### config.mk
export PLATFORM = sky130hd
export DESIGN_NAME = sdb_gfx_burst
export DESIGN_NICKNAME = d
export VERILOG_FILES = /design/src/logic/sdb_pkg.sv /design/src/logic/sdb_link_if.sv /design/src/logic/sdb_gfx_burst.sv /design/src/logic/sdb_link_rx.sv
export SDC_FILE = /design/constraint.sdc
export NUM_CORES = 2
export LEC_CHECK = 0
export BUFFER_PORTS_ARGS = -buffer_cell sky130_fd_sc_hd__buf_2
export CAP_MARGIN = 40
export CORE_UTILIZATION = 55
export CTS_CLUSTER_DIAMETER = 100
export DETAILED_ROUTE_END_ITERATION = 8
export PLACE_DENSITY = 0.71
export SLEW_MARGIN = 40
export SYNTH_ARGS = -nofsm -noshare
export SYNTH_HDL_FRONTEND = slang
export SYNTH_SLANG_ARGS = --single-unit
### constraint.sdc
create_clock -name CLK -period 10.2 [get_ports CLK]
set_input_delay 0.51 -clock CLK [delete_from_list [all_inputs] [get_ports CLK]]
set_output_delay 0.51 -clock CLK [all_outputs]
set_load 0.02 [all_outputs]
### src/logic/sdb_pkg.sv
// Shared constants, types and helpers for the burst data path
package sdb_pkg;
    localparam int LANES = 4;
    localparam int DQ_W = 32;
    localparam int BA_W = 2;
    localparam int COL_W = 4;
    localparam int ADDR_W = 12;
    localparam int NBANK = 4;
    localparam int AUTO_PRECHARGE_SELECT_BIT = 8;
    localparam int LAT_DEPTH = 16;
    localparam int MEM_WORDS = 64;

    // Raw pin bundle bit positions inside the receive front end
    localparam int P_DQ = 0;
    localparam int P_WRITE_DATA_STROBE = 32;
    localparam int P_ADDR = 36;
    localparam int P_BA = 48;
    localparam int P_WE = 50;
    localparam int P_CAS = 51;
    localparam int P_RAS = 52;
    localparam int P_CS = 53;
    localparam int P_CKE = 54;
    localparam int P_LCK = 55;
    localparam int RAW_W = 56;

    // Register byte offsets
    localparam logic [7:0] OFS_CFG = 8'h00;
    localparam logic [7:0] OFS_RAS = 8'h04;
    localparam logic [7:0] OFS_STAT = 8'h08;
    localparam logic [7:0] OFS_RDCNT = 8'h0c;
    localparam logic [7:0] OFS_WRCNT = 8'h10;
    localparam logic [7:0] OFS_APCNT = 8'h14;

    // Field positions, values after reset and burst lengths
    localparam int CFG_CL_LSB = 0;
    localparam int CFG_WL_LSB = 4;
    localparam int CFG_BL8_BIT = 8;
    localparam logic [3:0] CL_RST = 4'h5;
    localparam logic [3:0] WL_RST = 4'h3;
    localparam logic [7:0] RAS_RST = 8'h08;
    localparam logic [3:0] BL4 = 4'h4;
    localparam logic [3:0] BL8 = 4'h8;

    typedef enum logic [2:0] {
        CMD_NOP = 3'h0,
        CMD_ACT = 3'h1,
        CMD_READ = 3'h2,
        CMD_WRITE = 3'h3,
        CMD_PRE = 3'h4
    } sdb_cmd_t;

    typedef enum logic [1:0] {
        RD_IDLE = 2'b00,
        RD_PRE = 2'b01,
        RD_BURST = 2'b11
    } sdb_rd_state_t;

    function automatic sdb_cmd_t sdb_decode(input logic cs_n, input logic ras_n,
                                            input logic cas_n, input logic we_n);
        sdb_cmd_t c;
        c = CMD_NOP;
        if (!cs_n && ras_n && !cas_n && we_n) begin
            c = CMD_READ;
        end else if (!cs_n && ras_n && !cas_n && !we_n) begin
            c = CMD_WRITE;
        end else if (!cs_n && !ras_n && cas_n && we_n) begin
            c = CMD_ACT;
        end else if (!cs_n && !ras_n && cas_n && !we_n) begin
            c = CMD_PRE;
        end
        return c;
    endfunction

    // Column of element i, wrapping inside the burst boundary
    function automatic logic [COL_W-1:0] sdb_burst_col(input logic [COL_W-1:0] col,
                                                       input logic [2:0] i,
                                                       input logic bl8);
        logic [COL_W-1:0] mask;
        logic [COL_W-1:0] sum;
        mask = bl8 ? 4'h7 : 4'h3;
        sum = col + {1'b0, i};
        return (col & ~mask) | (sum & mask);
    endfunction
endpackage

### src/logic/sdb_link_if.sv
// Synchronised link events passed from the front end to the core
`timescale 1ns/100ps
interface sdb_link_if;
    import sdb_pkg::*;
    logic lck_rise;
    logic lck_fall;
    sdb_cmd_t cmd;
    logic [BA_W-1:0] ba;
    logic [ADDR_W-1:0] addr;
    logic [LANES-1:0] write_data_strobe_rise;
    logic [LANES-1:0] write_data_strobe_fall;
    logic [DQ_W-1:0] dq;
    modport rx (output lck_rise, lck_fall, cmd, ba, addr, write_data_strobe_rise, write_data_strobe_fall, dq);
    modport core (input lck_rise, lck_fall, cmd, ba, addr, write_data_strobe_rise, write_data_strobe_fall, dq);
endinterface

### src/logic/sdb_gfx_burst.sv
// Read and write burst data path of the memory device, with APB registers
`timescale 1ns/100ps
module sdb_gfx_burst import sdb_pkg::*; #(
    parameter int MEM_DEPTH = MEM_WORDS
) (
    // Clock and reset
    input wire logic CLK,
    input wire logic RST,
    // APB slave
    input wire logic PSEL,
    input wire logic PENABLE,
    input wire logic PWRITE,
    input wire logic [7:0] PADDR,
    input wire logic [31:0] PWDATA,
    output logic [31:0] PRDATA,
    output logic PREADY,
    output logic PSLVERR,
    // Command link
    input wire logic LINK_CLK,
    input wire logic CKE,
    input wire logic CS_N,
    input wire logic RAS_N,
    input wire logic CAS_N,
    input wire logic WE_N,
    input wire logic [BA_W-1:0] BA,
    input wire logic [ADDR_W-1:0] CMD_ADDR,
    // Data pins and strobes
    input wire logic [DQ_W-1:0] DATA_PIN_SENSE,
    output logic [DQ_W-1:0] DATA_PIN_DRIVE,
    output logic [LANES-1:0] DATA_PIN_OE_N,
    output logic [LANES-1:0] READ_DATA_STROBE,
    output logic [LANES-1:0] READ_DATA_STROBE_OE_N,
    input wire logic [LANES-1:0] WRITE_DATA_STROBE,
    // Termination control
    output logic TERM_EN
);
    sdb_link_if lnk();

    sdb_link_rx u_rx (
        .clk(CLK),
        .rst(RST),
        .lck(LINK_CLK),
        .cke(CKE),
        .cs_n(CS_N),
        .ras_n(RAS_N),
        .cas_n(CAS_N),
        .we_n(WE_N),
        .ba(BA),
        .addr(CMD_ADDR),
        .write_data_strobe(WRITE_DATA_STROBE),
        .dq(DATA_PIN_SENSE),
        .lnk(lnk)
    );

    logic [7:0] mem [MEM_DEPTH][LANES];
    logic [3:0] cfg_cl_r;
    logic [3:0] cfg_wl_r;
    logic cfg_bl8_r;
    logic [7:0] ras_min_r;
    logic [15:0] rd_cnt_r;
    logic [15:0] wr_cnt_r;
    logic [15:0] ap_cnt_r;
    logic pready_r;
    logic pslverr_r;
    logic [31:0] prdata_r;
    logic [3:0] bl;
    logic [COL_W-1:0] cmd_col;
    logic cmd_ap;
    logic [3:0] cl_idx;
    logic [3:0] wl_idx;

    assign bl = cfg_bl8_r ? BL8 : BL4;
    assign cmd_col = lnk.addr[COL_W-1:0];
    assign cmd_ap = lnk.addr[AUTO_PRECHARGE_SELECT_BIT];
    assign cl_idx = (cfg_cl_r == 4'h0) ? 4'h0 : cfg_cl_r - 4'h1;
    assign wl_idx = (cfg_wl_r == 4'h0) ? 4'h0 : cfg_wl_r - 4'h1;

    // Latency delay lines, one slot per link cycle
    logic [LAT_DEPTH-1:0] rd_pipe_v_r;
    logic [BA_W-1:0] rd_pipe_ba_r [LAT_DEPTH];
    logic [COL_W-1:0] rd_pipe_col_r [LAT_DEPTH];
    logic [LAT_DEPTH-1:0] rd_pipe_ap_r;
    logic [LAT_DEPTH-1:0] wr_pipe_v_r;
    logic [BA_W-1:0] wr_pipe_ba_r [LAT_DEPTH];
    logic [COL_W-1:0] wr_pipe_col_r [LAT_DEPTH];
    logic [LAT_DEPTH-1:0] wr_pipe_ap_r;

    always_ff @(posedge CLK) begin
        if (RST) begin
            rd_pipe_v_r <= '0;
            rd_pipe_ap_r <= '0;
            wr_pipe_v_r <= '0;
            wr_pipe_ap_r <= '0;
            for (int i = 0; i < LAT_DEPTH; i++) begin
                rd_pipe_ba_r[i] <= '0;
                rd_pipe_col_r[i] <= '0;
                wr_pipe_ba_r[i] <= '0;
                wr_pipe_col_r[i] <= '0;
            end
        end else if (lnk.lck_rise) begin
            rd_pipe_v_r <= {1'b0, rd_pipe_v_r[LAT_DEPTH-1:1]};
            rd_pipe_ap_r <= {1'b0, rd_pipe_ap_r[LAT_DEPTH-1:1]};
            wr_pipe_v_r <= {1'b0, wr_pipe_v_r[LAT_DEPTH-1:1]};
            wr_pipe_ap_r <= {1'b0, wr_pipe_ap_r[LAT_DEPTH-1:1]};
            for (int i = 0; i < LAT_DEPTH - 1; i++) begin
                rd_pipe_ba_r[i] <= rd_pipe_ba_r[i+1];
                rd_pipe_col_r[i] <= rd_pipe_col_r[i+1];
                wr_pipe_ba_r[i] <= wr_pipe_ba_r[i+1];
                wr_pipe_col_r[i] <= wr_pipe_col_r[i+1];
            end
            if (lnk.cmd == CMD_READ) begin
                rd_pipe_v_r[cl_idx] <= 1'b1;
                rd_pipe_ba_r[cl_idx] <= lnk.ba;
                rd_pipe_col_r[cl_idx] <= cmd_col;
                rd_pipe_ap_r[cl_idx] <= cmd_ap;
            end
            if (lnk.cmd == CMD_WRITE) begin
                wr_pipe_v_r[wl_idx] <= 1'b1;
                wr_pipe_ba_r[wl_idx] <= lnk.ba;
                wr_pipe_col_r[wl_idx] <= cmd_col;
                wr_pipe_ap_r[wl_idx] <= cmd_ap;
            end
        end
    end

    // Read burst engine, stepping on both link edges
    sdb_rd_state_t rd_state_r;
    logic [2:0] rd_elem_r;
    logic [BA_W-1:0] rd_ba_r;
    logic [COL_W-1:0] rd_col_r;
    logic rd_ap_r;
    logic rd_start;
    logic rd_last;
    logic rd_done;
    logic [2:0] rd_elem_nxt;
    logic [BA_W-1:0] rd_ba_sel;
    logic [COL_W-1:0] rd_col_sel;
    logic [DQ_W-1:0] rd_word;
    logic [BA_W+COL_W-1:0] rd_addr;

    assign rd_start = lnk.lck_rise && rd_pipe_v_r[0];
    assign rd_last = ({1'b0, rd_elem_r} == bl - 4'h1);
    assign rd_done = lnk.lck_rise && (rd_state_r == RD_BURST) && rd_last;
    assign rd_elem_nxt = rd_start ? 3'h0 : rd_elem_r + 3'h1;
    assign rd_ba_sel = rd_start ? rd_pipe_ba_r[0] : rd_ba_r;
    assign rd_col_sel = rd_start ? rd_pipe_col_r[0] : rd_col_r;
    assign rd_addr = {rd_ba_sel, sdb_burst_col(rd_col_sel, rd_elem_nxt, cfg_bl8_r)};

    always_comb begin
        rd_word = '0;
        for (int l = 0; l < LANES; l++) begin
            rd_word[l*8 +: 8] = mem[rd_addr][l];
        end
    end

    always_ff @(posedge CLK) begin
        if (RST) begin
            rd_state_r <= RD_IDLE;
            rd_elem_r <= 3'h0;
            rd_ba_r <= '0;
            rd_col_r <= '0;
            rd_ap_r <= 1'b0;
            READ_DATA_STROBE <= '0;
            READ_DATA_STROBE_OE_N <= '1;
            DATA_PIN_DRIVE <= '0;
            DATA_PIN_OE_N <= '1;
        end else begin
            case (rd_state_r)
                RD_IDLE: begin
                    if (lnk.lck_fall && rd_pipe_v_r[0]) begin
                        rd_state_r <= RD_PRE;
                        READ_DATA_STROBE <= '1;
                        READ_DATA_STROBE_OE_N <= '0;
                    end
                end
                RD_PRE: begin
                    if (rd_start) begin
                        rd_state_r <= RD_BURST;
                        rd_elem_r <= 3'h0;
                        rd_ba_r <= rd_pipe_ba_r[0];
                        rd_col_r <= rd_pipe_col_r[0];
                        rd_ap_r <= rd_pipe_ap_r[0];
                        READ_DATA_STROBE <= '0;
                        DATA_PIN_DRIVE <= rd_word;
                        DATA_PIN_OE_N <= '0;
                    end
                end
                RD_BURST: begin
                    if (rd_start) begin
                        rd_elem_r <= 3'h0;
                        rd_ba_r <= rd_pipe_ba_r[0];
                        rd_col_r <= rd_pipe_col_r[0];
                        rd_ap_r <= rd_pipe_ap_r[0];
                        READ_DATA_STROBE <= '0;
                        DATA_PIN_DRIVE <= rd_word;
                    end else if (rd_done) begin
                        rd_state_r <= RD_IDLE;
                        READ_DATA_STROBE <= '0;
                        READ_DATA_STROBE_OE_N <= '1;
                        DATA_PIN_OE_N <= '1;
                    end else if (lnk.lck_rise || lnk.lck_fall) begin
                        rd_elem_r <= rd_elem_nxt;
                        READ_DATA_STROBE <= {LANES{lnk.lck_fall}};
                        DATA_PIN_DRIVE <= rd_word;
                    end
                end
                default: begin
                    rd_state_r <= RD_IDLE;
                end
            endcase
        end
    end

    // Write capture, one element counter per byte lane
    logic [LANES-1:0] wr_act_r;
    logic [3:0] wr_lcnt_r [LANES];
    logic [BA_W-1:0] wr_ba_r;
    logic [COL_W-1:0] wr_col_r;
    logic wr_ap_r;
    logic wr_arm;
    logic wr_done;

    assign wr_arm = lnk.lck_rise && wr_pipe_v_r[0];
    assign wr_done = wr_act_r[0] && (wr_lcnt_r[0] == bl - 4'h1) &&
                     (lnk.write_data_strobe_rise[0] || lnk.write_data_strobe_fall[0]);

    always_ff @(posedge CLK) begin
        if (RST) begin
            wr_act_r <= '0;
            wr_ba_r <= '0;
            wr_col_r <= '0;
            wr_ap_r <= 1'b0;
            for (int l = 0; l < LANES; l++) begin
                wr_lcnt_r[l] <= 4'h0;
            end
        end else begin
            if (wr_arm) begin
                wr_ba_r <= wr_pipe_ba_r[0];
                wr_col_r <= wr_pipe_col_r[0];
                wr_ap_r <= wr_pipe_ap_r[0];
            end
            for (int l = 0; l < LANES; l++) begin
                if (wr_arm) begin
                    wr_act_r[l] <= 1'b1;
                    wr_lcnt_r[l] <= 4'h0;
                    if (lnk.write_data_strobe_rise[l]) begin
                        mem[{wr_pipe_ba_r[0], wr_pipe_col_r[0]}][l] <= lnk.dq[l*8 +: 8];
                        wr_lcnt_r[l] <= 4'h1;
                    end
                end else if (wr_act_r[l] && (lnk.write_data_strobe_rise[l] ||
                             (lnk.write_data_strobe_fall[l] && wr_lcnt_r[l] != 4'h0))) begin
                    mem[{wr_ba_r, sdb_burst_col(wr_col_r, wr_lcnt_r[l][2:0], cfg_bl8_r)}][l]
                        <= lnk.dq[l*8 +: 8];
                    wr_lcnt_r[l] <= wr_lcnt_r[l] + 4'h1;
                    if (wr_lcnt_r[l] == bl - 4'h1) begin
                        wr_act_r[l] <= 1'b0;
                    end
                end
            end
        end
    end

    // Bank open state, row-active timers and auto precharge
    logic [NBANK-1:0] bank_open_r;
    logic [NBANK-1:0] ap_pend_r;
    logic [7:0] ras_tmr_r [NBANK];

    always_ff @(posedge CLK) begin
        if (RST) begin
            bank_open_r <= '0;
            ap_pend_r <= '0;
            ap_cnt_r <= 16'h0000;
            for (int b = 0; b < NBANK; b++) begin
                ras_tmr_r[b] <= 8'h00;
            end
        end else begin
            for (int b = 0; b < NBANK; b++) begin
                if (lnk.lck_rise && bank_open_r[b] && ras_tmr_r[b] != 8'hff) begin
                    ras_tmr_r[b] <= ras_tmr_r[b] + 8'h01;
                end
                if (ap_pend_r[b] && ras_tmr_r[b] >= ras_min_r) begin
                    bank_open_r[b] <= 1'b0;
                    ap_pend_r[b] <= 1'b0;
                end
            end
            if (rd_done && rd_ap_r) begin
                ap_pend_r[rd_ba_r] <= 1'b1;
            end
            if (wr_done && wr_ap_r) begin
                bank_open_r[wr_ba_r] <= 1'b0;
            end
            if (lnk.lck_rise && lnk.cmd == CMD_PRE) begin
                if (cmd_ap) begin
                    bank_open_r <= '0;
                end else begin
                    bank_open_r[lnk.ba] <= 1'b0;
                end
            end
            if (lnk.lck_rise && lnk.cmd == CMD_ACT) begin
                bank_open_r[lnk.ba] <= 1'b1;
                ras_tmr_r[lnk.ba] <= 8'h00;
            end
            if ((wr_done && wr_ap_r) || (|(ap_pend_r & ras_done_vec()))) begin
                ap_cnt_r <= ap_cnt_r + 16'h0001;
            end
        end
    end

    function automatic logic [NBANK-1:0] ras_done_vec();
        logic [NBANK-1:0] v;
        v = '0;
        for (int b = 0; b < NBANK; b++) begin
            v[b] = (ras_tmr_r[b] >= ras_min_r);
        end
        return v;
    endfunction

    // Termination off from read command until the burst has ended
    always_ff @(posedge CLK) begin
        if (RST) begin
            TERM_EN <= 1'b1;
        end else begin
            TERM_EN <= !((|rd_pipe_v_r) || rd_state_r != RD_IDLE ||
                         (lnk.lck_rise && lnk.cmd == CMD_READ));
        end
    end

    // APB slave, no wait states, ready in the first access cycle
    function automatic logic apb_mapped(input logic [7:0] a);
        return a == OFS_CFG || a == OFS_RAS || a == OFS_STAT ||
               a == OFS_RDCNT || a == OFS_WRCNT || a == OFS_APCNT;
    endfunction

    always_ff @(posedge CLK) begin
        if (RST) begin
            pready_r <= 1'b0;
            pslverr_r <= 1'b0;
            prdata_r <= 32'h0000_0000;
            cfg_cl_r <= CL_RST;
            cfg_wl_r <= WL_RST;
            cfg_bl8_r <= 1'b0;
            ras_min_r <= RAS_RST;
        end else begin
            pready_r <= PSEL && !PENABLE && !pready_r;
            pslverr_r <= PSEL && !PENABLE && !apb_mapped(PADDR);
            prdata_r <= 32'h0000_0000;
            if (PSEL && !PENABLE && !PWRITE) begin
                if (PADDR == OFS_CFG) begin
                    prdata_r <= {23'h0, cfg_bl8_r, cfg_wl_r, cfg_cl_r};
                end else if (PADDR == OFS_RAS) begin
                    prdata_r <= {24'h0, ras_min_r};
                end else if (PADDR == OFS_STAT) begin
                    prdata_r <= {25'h0, TERM_EN, |wr_act_r, rd_state_r != RD_IDLE,
                                 bank_open_r};
                end else if (PADDR == OFS_RDCNT) begin
                    prdata_r <= {16'h0, rd_cnt_r};
                end else if (PADDR == OFS_WRCNT) begin
                    prdata_r <= {16'h0, wr_cnt_r};
                end else if (PADDR == OFS_APCNT) begin
                    prdata_r <= {16'h0, ap_cnt_r};
                end
            end
            if (PSEL && PENABLE && pready_r && PWRITE) begin
                if (PADDR == OFS_CFG) begin
                    cfg_cl_r <= PWDATA[CFG_CL_LSB +: 4];
                    cfg_wl_r <= PWDATA[CFG_WL_LSB +: 4];
                    cfg_bl8_r <= PWDATA[CFG_BL8_BIT];
                end else if (PADDR == OFS_RAS) begin
                    ras_min_r <= PWDATA[7:0];
                end
            end
        end
    end

    always_ff @(posedge CLK) begin
        if (RST) begin
            rd_cnt_r <= 16'h0000;
            wr_cnt_r <= 16'h0000;
        end else begin
            if (rd_done) begin
                rd_cnt_r <= rd_cnt_r + 16'h0001;
            end
            if (wr_done) begin
                wr_cnt_r <= wr_cnt_r + 16'h0001;
            end
        end
    end

    assign PREADY = pready_r;
    assign PSLVERR = pslverr_r;
    assign PRDATA = prdata_r;
endmodule

### src/logic/sdb_link_rx.sv
// Pin synchroniser, filter and edge finder for the link side
`timescale 1ns/100ps
module sdb_link_rx import sdb_pkg::*; (
    // Clock and reset
    input wire logic clk,
    input wire logic rst,
    // Raw pins
    input wire logic lck,
    input wire logic cke,
    input wire logic cs_n,
    input wire logic ras_n,
    input wire logic cas_n,
    input wire logic we_n,
    input wire logic [BA_W-1:0] ba,
    input wire logic [ADDR_W-1:0] addr,
    input wire logic [LANES-1:0] write_data_strobe,
    input wire logic [DQ_W-1:0] dq,
    // Filtered events
    sdb_link_if.rx lnk
);
    logic [RAW_W-1:0] raw;
    logic [RAW_W-1:0] s1_r;
    logic [RAW_W-1:0] s2_r;
    logic [RAW_W-1:0] s3_r;
    logic [RAW_W-1:0] filt_r;
    logic [RAW_W-1:0] prev_r;
    logic [RAW_W-1:0] filt_nxt;

    assign raw = {lck, cke, cs_n, ras_n, cas_n, we_n, ba, addr, write_data_strobe, dq};
    // A bit changes only once stages two and three agree
    assign filt_nxt = (s2_r & ~(s2_r ^ s3_r)) | (filt_r & (s2_r ^ s3_r));

    always_ff @(posedge clk) begin
        if (rst) begin
            s1_r <= '0;
            s2_r <= '0;
            s3_r <= '0;
            filt_r <= '0;
            prev_r <= '0;
        end else begin
            s1_r <= raw;
            s2_r <= s1_r;
            s3_r <= s2_r;
            filt_r <= filt_nxt;
            prev_r <= filt_r;
        end
    end

    assign lnk.lck_rise = filt_r[P_LCK] & ~prev_r[P_LCK];
    assign lnk.lck_fall = ~filt_r[P_LCK] & prev_r[P_LCK];
    // Commands count only while clock enable is held
    assign lnk.cmd = filt_r[P_CKE] ? sdb_decode(filt_r[P_CS], filt_r[P_RAS], filt_r[P_CAS],
                                                filt_r[P_WE]) : CMD_NOP;
    assign lnk.ba = filt_r[P_BA +: BA_W];
    assign lnk.addr = filt_r[P_ADDR +: ADDR_W];
    assign lnk.dq = filt_r[P_DQ +: DQ_W];
    assign lnk.write_data_strobe_rise = filt_r[P_WRITE_DATA_STROBE +: LANES] & ~prev_r[P_WRITE_DATA_STROBE +: LANES];
    assign lnk.write_data_strobe_fall = ~filt_r[P_WRITE_DATA_STROBE +: LANES] & prev_r[P_WRITE_DATA_STROBE +: LANES];
endmodule

Yosys cells after proc, flatten, opt, wreduce, memory -nomap -nowiden
Memory sizes are Yosys's and may differ from the RTL's.
Index checks and enable logic that the tools add are counted.
- memories kept: 7
- bits in registers: 519
- RAM bits: 2288
- logic and storage cells: 589
- bitwise gates (word level): 113
- $lt $le $gt $ge: 14
- mux-type cells: 249
- eq/ne operators: 27
- reduce and logical (&&, ||, !) cells: 119
- add/subtract/negate cells: 20
- memories (name ; depth ; bits a word ; rd ports ; clocked after Yosys merged registers in ; write ports ; RTL line ; source):
    mem ; 64 ; 32 ; 1 ; 0 ; 4 ; sdb_gfx_burst.sv:55 ; logic [7:0] mem [MEM_DEPTH][LANES];
    rd_pipe_col_r ; 16 ; 4 ; 16 ; 0 ; 16 ; sdb_gfx_burst.sv:81 ; logic [COL_W-1:0] rd_pipe_col_r [LAT_DEPTH];
    wr_pipe_col_r ; 16 ; 4 ; 16 ; 0 ; 16 ; sdb_gfx_burst.sv:85 ; logic [COL_W-1:0] wr_pipe_col_r [LAT_DEPTH];
    ras_tmr_r ; 4 ; 8 ; 4 ; 0 ; 5 ; sdb_gfx_burst.sv:266 ; logic [7:0] ras_tmr_r [NBANK];
    rd_pipe_ba_r ; 16 ; 2 ; 16 ; 0 ; 16 ; sdb_gfx_burst.sv:80 ; logic [BA_W-1:0] rd_pipe_ba_r [LAT_DEPTH];
    wr_pipe_ba_r ; 16 ; 2 ; 16 ; 0 ; 16 ; sdb_gfx_burst.sv:84 ; logic [BA_W-1:0] wr_pipe_ba_r [LAT_DEPTH];
    +1 memories ; - ; - ; - ; - ; - ; - ;
- operators with widths (operator ; number):
    $mux 4 ; 68
    $mux 32 ; 5
    $and 56x56->56 ; 2
    $mux 16 ; 7
    $mux 1 ; 100
    $or 1x1->1 ; 76
    $mux 2 ; 37
    $pmux 32 s2 ; 1
    $not 56->56 ; 1
    $or 56x56->56 ; 1
    $xor 56x56->56 ; 1
    $logic_and 1x1->1 ; 52
    $add 16x1->16 const B ; 3
    $and 4x4->4 ; 11
    $mux 3 ; 11
    $add 8x1->8 const B ; 4
    $bwmux 16 ; 2
    $ge 8x8->1 ; 4
    $mux 8 ; 4
    $ne 8x8->1 const B ; 4
    $or 15x16->16 ; 2
    $reduce_or 32->1 ; 1
    $or 4x4->4 ; 7
    $mux 9 ; 3
    other kinds (50) ; 135

Longest topological paths before layout
- word-level depth: 16
- mapped depth: 23

Modules after synthesis
From an unflattened synthesis, not the netlist that was laid out.
- cells, all modules: 8965
- area, all modules: 114526.1 um^2
- modules (own cells, without submodules) (module ; sequential area each (um^2) ; instances ; cells each ; area an instance (um^2)):
    sdb_gfx_burst ; 72669.7 ; 1 ; 8308 ; 107513.1
    sdb_link_rx ; 4584.4 ; 1 ; 657 ; 7013.0

Least setup slack after synthesis
OpenSTA, ideal clock, no wires.
- kind: register to register
- start point: reg (tool-made name)
- end point: reg DATA_PIN_DRIVE[20]
- stages on the path, launching flop included: 20
- period minus slack after synthesis: 4.388 ns
- path slack: 5.812 ns
- arrival: 4.255 ns
- cell sequence: dfxtp_1 > ha_1 > clkbuf_1 > and2_1 > buf_1 > nand2_1 > nand2_1 > ha_1 > inv_1 > fa_1 > xnor3_1 > and4_4 > nor4_4 > buf_6 > buf_4 > mux4_2 > a2111oi_0 > nand2_1 > a32oi_1 > a21oi_1
- RTL lines (element ; RTL line ; source):
    to (signal assigned) ; sdb_gfx_burst.sv:184 ; DATA_PIN_DRIVE <= rd_word;
    to (signal assigned) ; sdb_gfx_burst.sv:195 ; DATA_PIN_DRIVE <= rd_word;
    to (signal assigned) ; sdb_gfx_burst.sv:204 ; DATA_PIN_DRIVE <= rd_word;
    to (decl) ; sdb_gfx_burst.sv:29 ; output logic [DQ_W-1:0] DATA_PIN_DRIVE,

==> results.md <==
- FFs w/ async S/R, synth: 0%
- Clk slew on worst S/H paths: 0.06 ns
- Worst clock skew: between 0.07 and 0.08 ns
- Max Cap Viol: 0
- Worst hold path cell count: 3
- Max Freq: approximately 150 MHz
- Number of vias in the routed layout: 61080
- Total routing resource utilization after global routing: 27.61%
- Setup-violating endpoint count in the final report: 0
- Clock tree from TritonCTS: built
- Ys flop type: sky130_fd_sc_hd__edfxtp_1
- Signed area change from the synthesized netlist to the final layout: 13.35%
- Clock share of power: between 40% and 50%
- Number of placement rows: approximately 160
- Buffer type at the clock tree root: sky130_fd_sc_hd__clkbuf_16
- Run status: completed
- Drc violations: 0
- Post-synthesis instance area: 106500 um2
- Wire length per cell after detailed routing: around 29 um
- Total die area: 195300 um2
- Critical path depth in cells: 19
- Number of buffers on the longest clock path: 4
- Largest area contributor in the netlist: sky130_fd_sc_hd__edfxtp_1
- Top-count cell post-synth: sky130_fd_sc_hd__edfxtp_1
- Leakage: between 30 and 40 nW
- Critical path class: register to register
- Final hold violation count: 0
- Top cells by count, synth: 2256 x sky130_fd_sc_hd__edfxtp_1, 709 x sky130_fd_sc_hd__nand2_1, 448 x sky130_fd_sc_hd__mux4_2, 447 x sky130_fd_sc_hd__dfxtp_1, 323 x sky130_fd_sc_hd__nor2_1
- Internal Power: ~18 mW
- R2r worst-path depth: 19
- Switching power summed over all nets: about 4.4 mW
- Crit path buffers/inverters: 5
- Leftover overflow at the end of global routing: 0
- Dominant delay contributor by cell family on the critical path: buffers and inverters
- Slowest cell on the critical path: sky130_fd_sc_hd__buf_4
- Areal power density over the cells: between 150 and 200 nW/um2
- Worst VDD drop: roughly 0.00016 V
- Number of flops mapped to enable cells by yosys: approximately 2300
- Die height: approximately 440 um
- Top-level I/O count: 180
- Final worst path period need: roughly 7 ns
- Quantity of gates resized following cts: 0
- Sequential element share of the synthesized area: 72.04%
- Switching share of total power: between 10% and 20%
- Arrival time reported for the critical path endpoint: ~7.6 ns
- Die X-Extent: between 400 and 500 um
- Seq cells post-synth: approximately 2700
- Biggest fanout along the worst timing path: approximately 110
- HPWL after detailed placement: between 150 and 200 mm
- Via density per instance: about 6.4
- Post-layout instance count excluding filler cells: 9527
- Pin count of the biggest net entering global routing: about 110
- Htree depth: 5
- Final wirelength: 272.5 mm
- Global-route wire length before repair: a little under 400 mm
- Share of the synthesized area in the top cell type: between 60% and 70%
- Type of the most critical hold path: input pin to register
- Final period util: ~67%
- RSZ-0062 raised after global routing: no
- Final count of pins violating max slew: 0
- Initial core utilization: 55.34%
- Clock latency on the worst-skew pair: around 0.93 ns
- Cells after Synth: about 6600
- Remaining antenna violation count: 0
- CP Launch Type: register
- Number of hold buffers added after cts: between 60 and 70
- Combinational power share: 1.0%
- List of cells traversed by the critical path: ha_2 -> buf_4 -> nand2_1 -> nand2_1 -> nand2_1 -> ha_4 -> inv_1 -> fa_4 -> xnor3_1 -> and4_4 -> nor4_4 -> buf_4 -> buf_12 -> buf_4 -> mux4_2 -> a2111oi_0 -> a21oi_1 -> a31oi_1 -> a21oi_1
- Proportion of layout cells with a drive suffix above 1: 19.90%
- Gp weighted congestion: 0.8428
- Ranking of synthesized cells by area: sky130_fd_sc_hd__edfxtp_1 64%, sky130_fd_sc_hd__mux4_2 9.5%, sky130_fd_sc_hd__dfxtp_1 8.4%, sky130_fd_sc_hd__nand2_1 2.5%, sky130_fd_sc_hd__mux2i_1 1.8%
- FILL cells: roughly 13000
- Critical path capture point type: register
- Final hold slack: about 0.13 ns
- Post-CTS setup buffer count: 0
- Count of routing violations after the opening detailed-route iteration: 7492
- Transition at the pin with the smallest max-transition slack: between 0.9 and 1 ns
- Maximum single-stage delay on the critical path: roughly 0.65 ns
- Final TNS setup: 0 ns
- Vias in the first global route: ~60000
- Count of synthesis-stage warnings from yosys: 0
- Placed Cells: around 9000
- Worst endpoint required time: 10.96 ns
- Input/output buffers: 133
- Post-layout net count: about 7000
- Headroom to the max-slew limit: 36.30%
- Post-Syn Area per Cell: ~16 um2
- Clock tree sinks: around 2700
- Number of antenna violations at the first check in global routing: 15
- Sequential share of power: 53.6%
- First-pass iteration count of the detailed router: 6
- Inserted Clock Buffers: between 200 and 300
- Post-synth cell types: 70
- CORE AREA: between 150000 and 200000 um2
[area by class of cell]
type / instances / area [um2] / share of cell area (%)
inverters: 86 / 327.8 / 0.2717
well taps: 2526 / 3161 / 2.619
multi-input cells: 3416 / 29250 / 24.24
diodes: 11 / 27.53 / 0.02281
clock inverters: 110 / 1054 / 0.8730
repair buffers: 298 / 2237 / 1.854
clock buffers: 377 / 7831 / 6.490
flip-flops and latches: 2703 / 76790 / 63.63
[per-stage QoR]
step / worst slack, ns / power, mW / area [um2] / utilization, %
6_report: 3.375 / 22.19 / 120700 / 62.73
5_1_grt: 2.944 / 22.70 / 120700 / 62.72
4_1_cts: 3.378 / 22.27 / 120500 / 62.62
3_5_place_dp: 3.364 / 12.34 / 111000 / 57.69
3_3_place_gp: 3.474 / 12.33 / 109500 / 56.94
2_1_floorplan: 5.812 / 12.24 / 106600 / -
[sequential cells by signal, summed over array words and instances, names as in the netlist, 32 cells and up, named ones only]
register	flops
wr_pipe_ba_r	32
mem	2048
DATA_PIN_DRIVE	32
u_rx.s1_r	49
rd_pipe_col_r	64
wr_pipe_col_r	64
u_rx.s2_r	49
u_rx.s3_r	49
rd_pipe_ba_r	32
ras_tmr_r	32
[metal layers]
layer,track usage [%],share of wire (%),vias up
met3,6.828,10,750
met5,0,0.034,-
li1,-,-,26090
met2,44.11,48,3299
met1,36.12,37,30920
met4,12.12,4.6,16
[worst paths after layout]
| path | startpoint | end | slack [ns] |
|---|---|---|---|
| setup / recovery | register | DATA_PIN_DRIVE[14] | 3.37 |
| hold / removal | PWRITE | PRDATA[2] | 0.13 |
| setup reg to reg | register | DATA_PIN_DRIVE[14] | 3.37 |
| hold reg to reg | u_rx.s2_r[34] | register | 0.43 |
[layout by cell type (no fill, tap or decap), types with 59 or more instances in the layout]
master,instances
sky130_fd_sc_hd__a211oi_1,59
sky130_fd_sc_hd__o21ai_0,197
sky130_fd_sc_hd__dlygate4sd3_1,61
sky130_fd_sc_hd__inv_1,85
sky130_fd_sc_hd__mux2i_1,193
sky130_fd_sc_hd__nand2_1,694
sky130_fd_sc_hd__a22oi_1,63
sky130_fd_sc_hd__a22o_1,89
sky130_fd_sc_hd__nor2b_1,189
sky130_fd_sc_hd__o22ai_2,186
sky130_fd_sc_hd__a21oi_1,226
sky130_fd_sc_hd__mux4_2,448
sky130_fd_sc_hd__clkbuf_16,293
sky130_fd_sc_hd__nor2_1,304
sky130_fd_sc_hd__buf_2,138
sky130_fd_sc_hd__edfxtp_1,2256
sky130_fd_sc_hd__buf_4,78
sky130_fd_sc_hd__dfxtp_1,415
sky130_fd_sc_hd__clkbuf_1,60
sky130_fd_sc_hd__nand3_1,100
[kinds of logic after synthesis]
logic type,after synthesis,synth area share [%]
flip-flops,2703,72.04
AND/OR/NAND/NOR,1511,6.363
AO/OA/AOI/OAI,1076,6.604
multiplexers,662,11.51
buffers and inverters,492,2.067
XOR/XNOR,77,0.6464
adder cells (fa/ha/maj),62,0.7639
other,1,0.003522
[worst min-delay path: stages]
cell and delay [ns]:
sky130_fd_sc_hd__buf_2 0.09, sky130_fd_sc_hd__or2_2 0.27, sky130_fd_sc_hd__nor2_1 0.08
[power by group through the flow]
stage | Combinational (mW) | Sequential [mW] | Clock [mW]
final | 0.222 | 11.9 | 10.1
after CTS | 0.218 | 11.9 | 10.1
after floorplan | 0.114 | 12.1 | 0
after global routing | 0.236 | 11.9 | 10.6
after detailed placement | 0.199 | 12.1 | 0
after global placement | 0.185 | 12.1 | 0
Note: power is estimated with default switching activity, not from simulation.
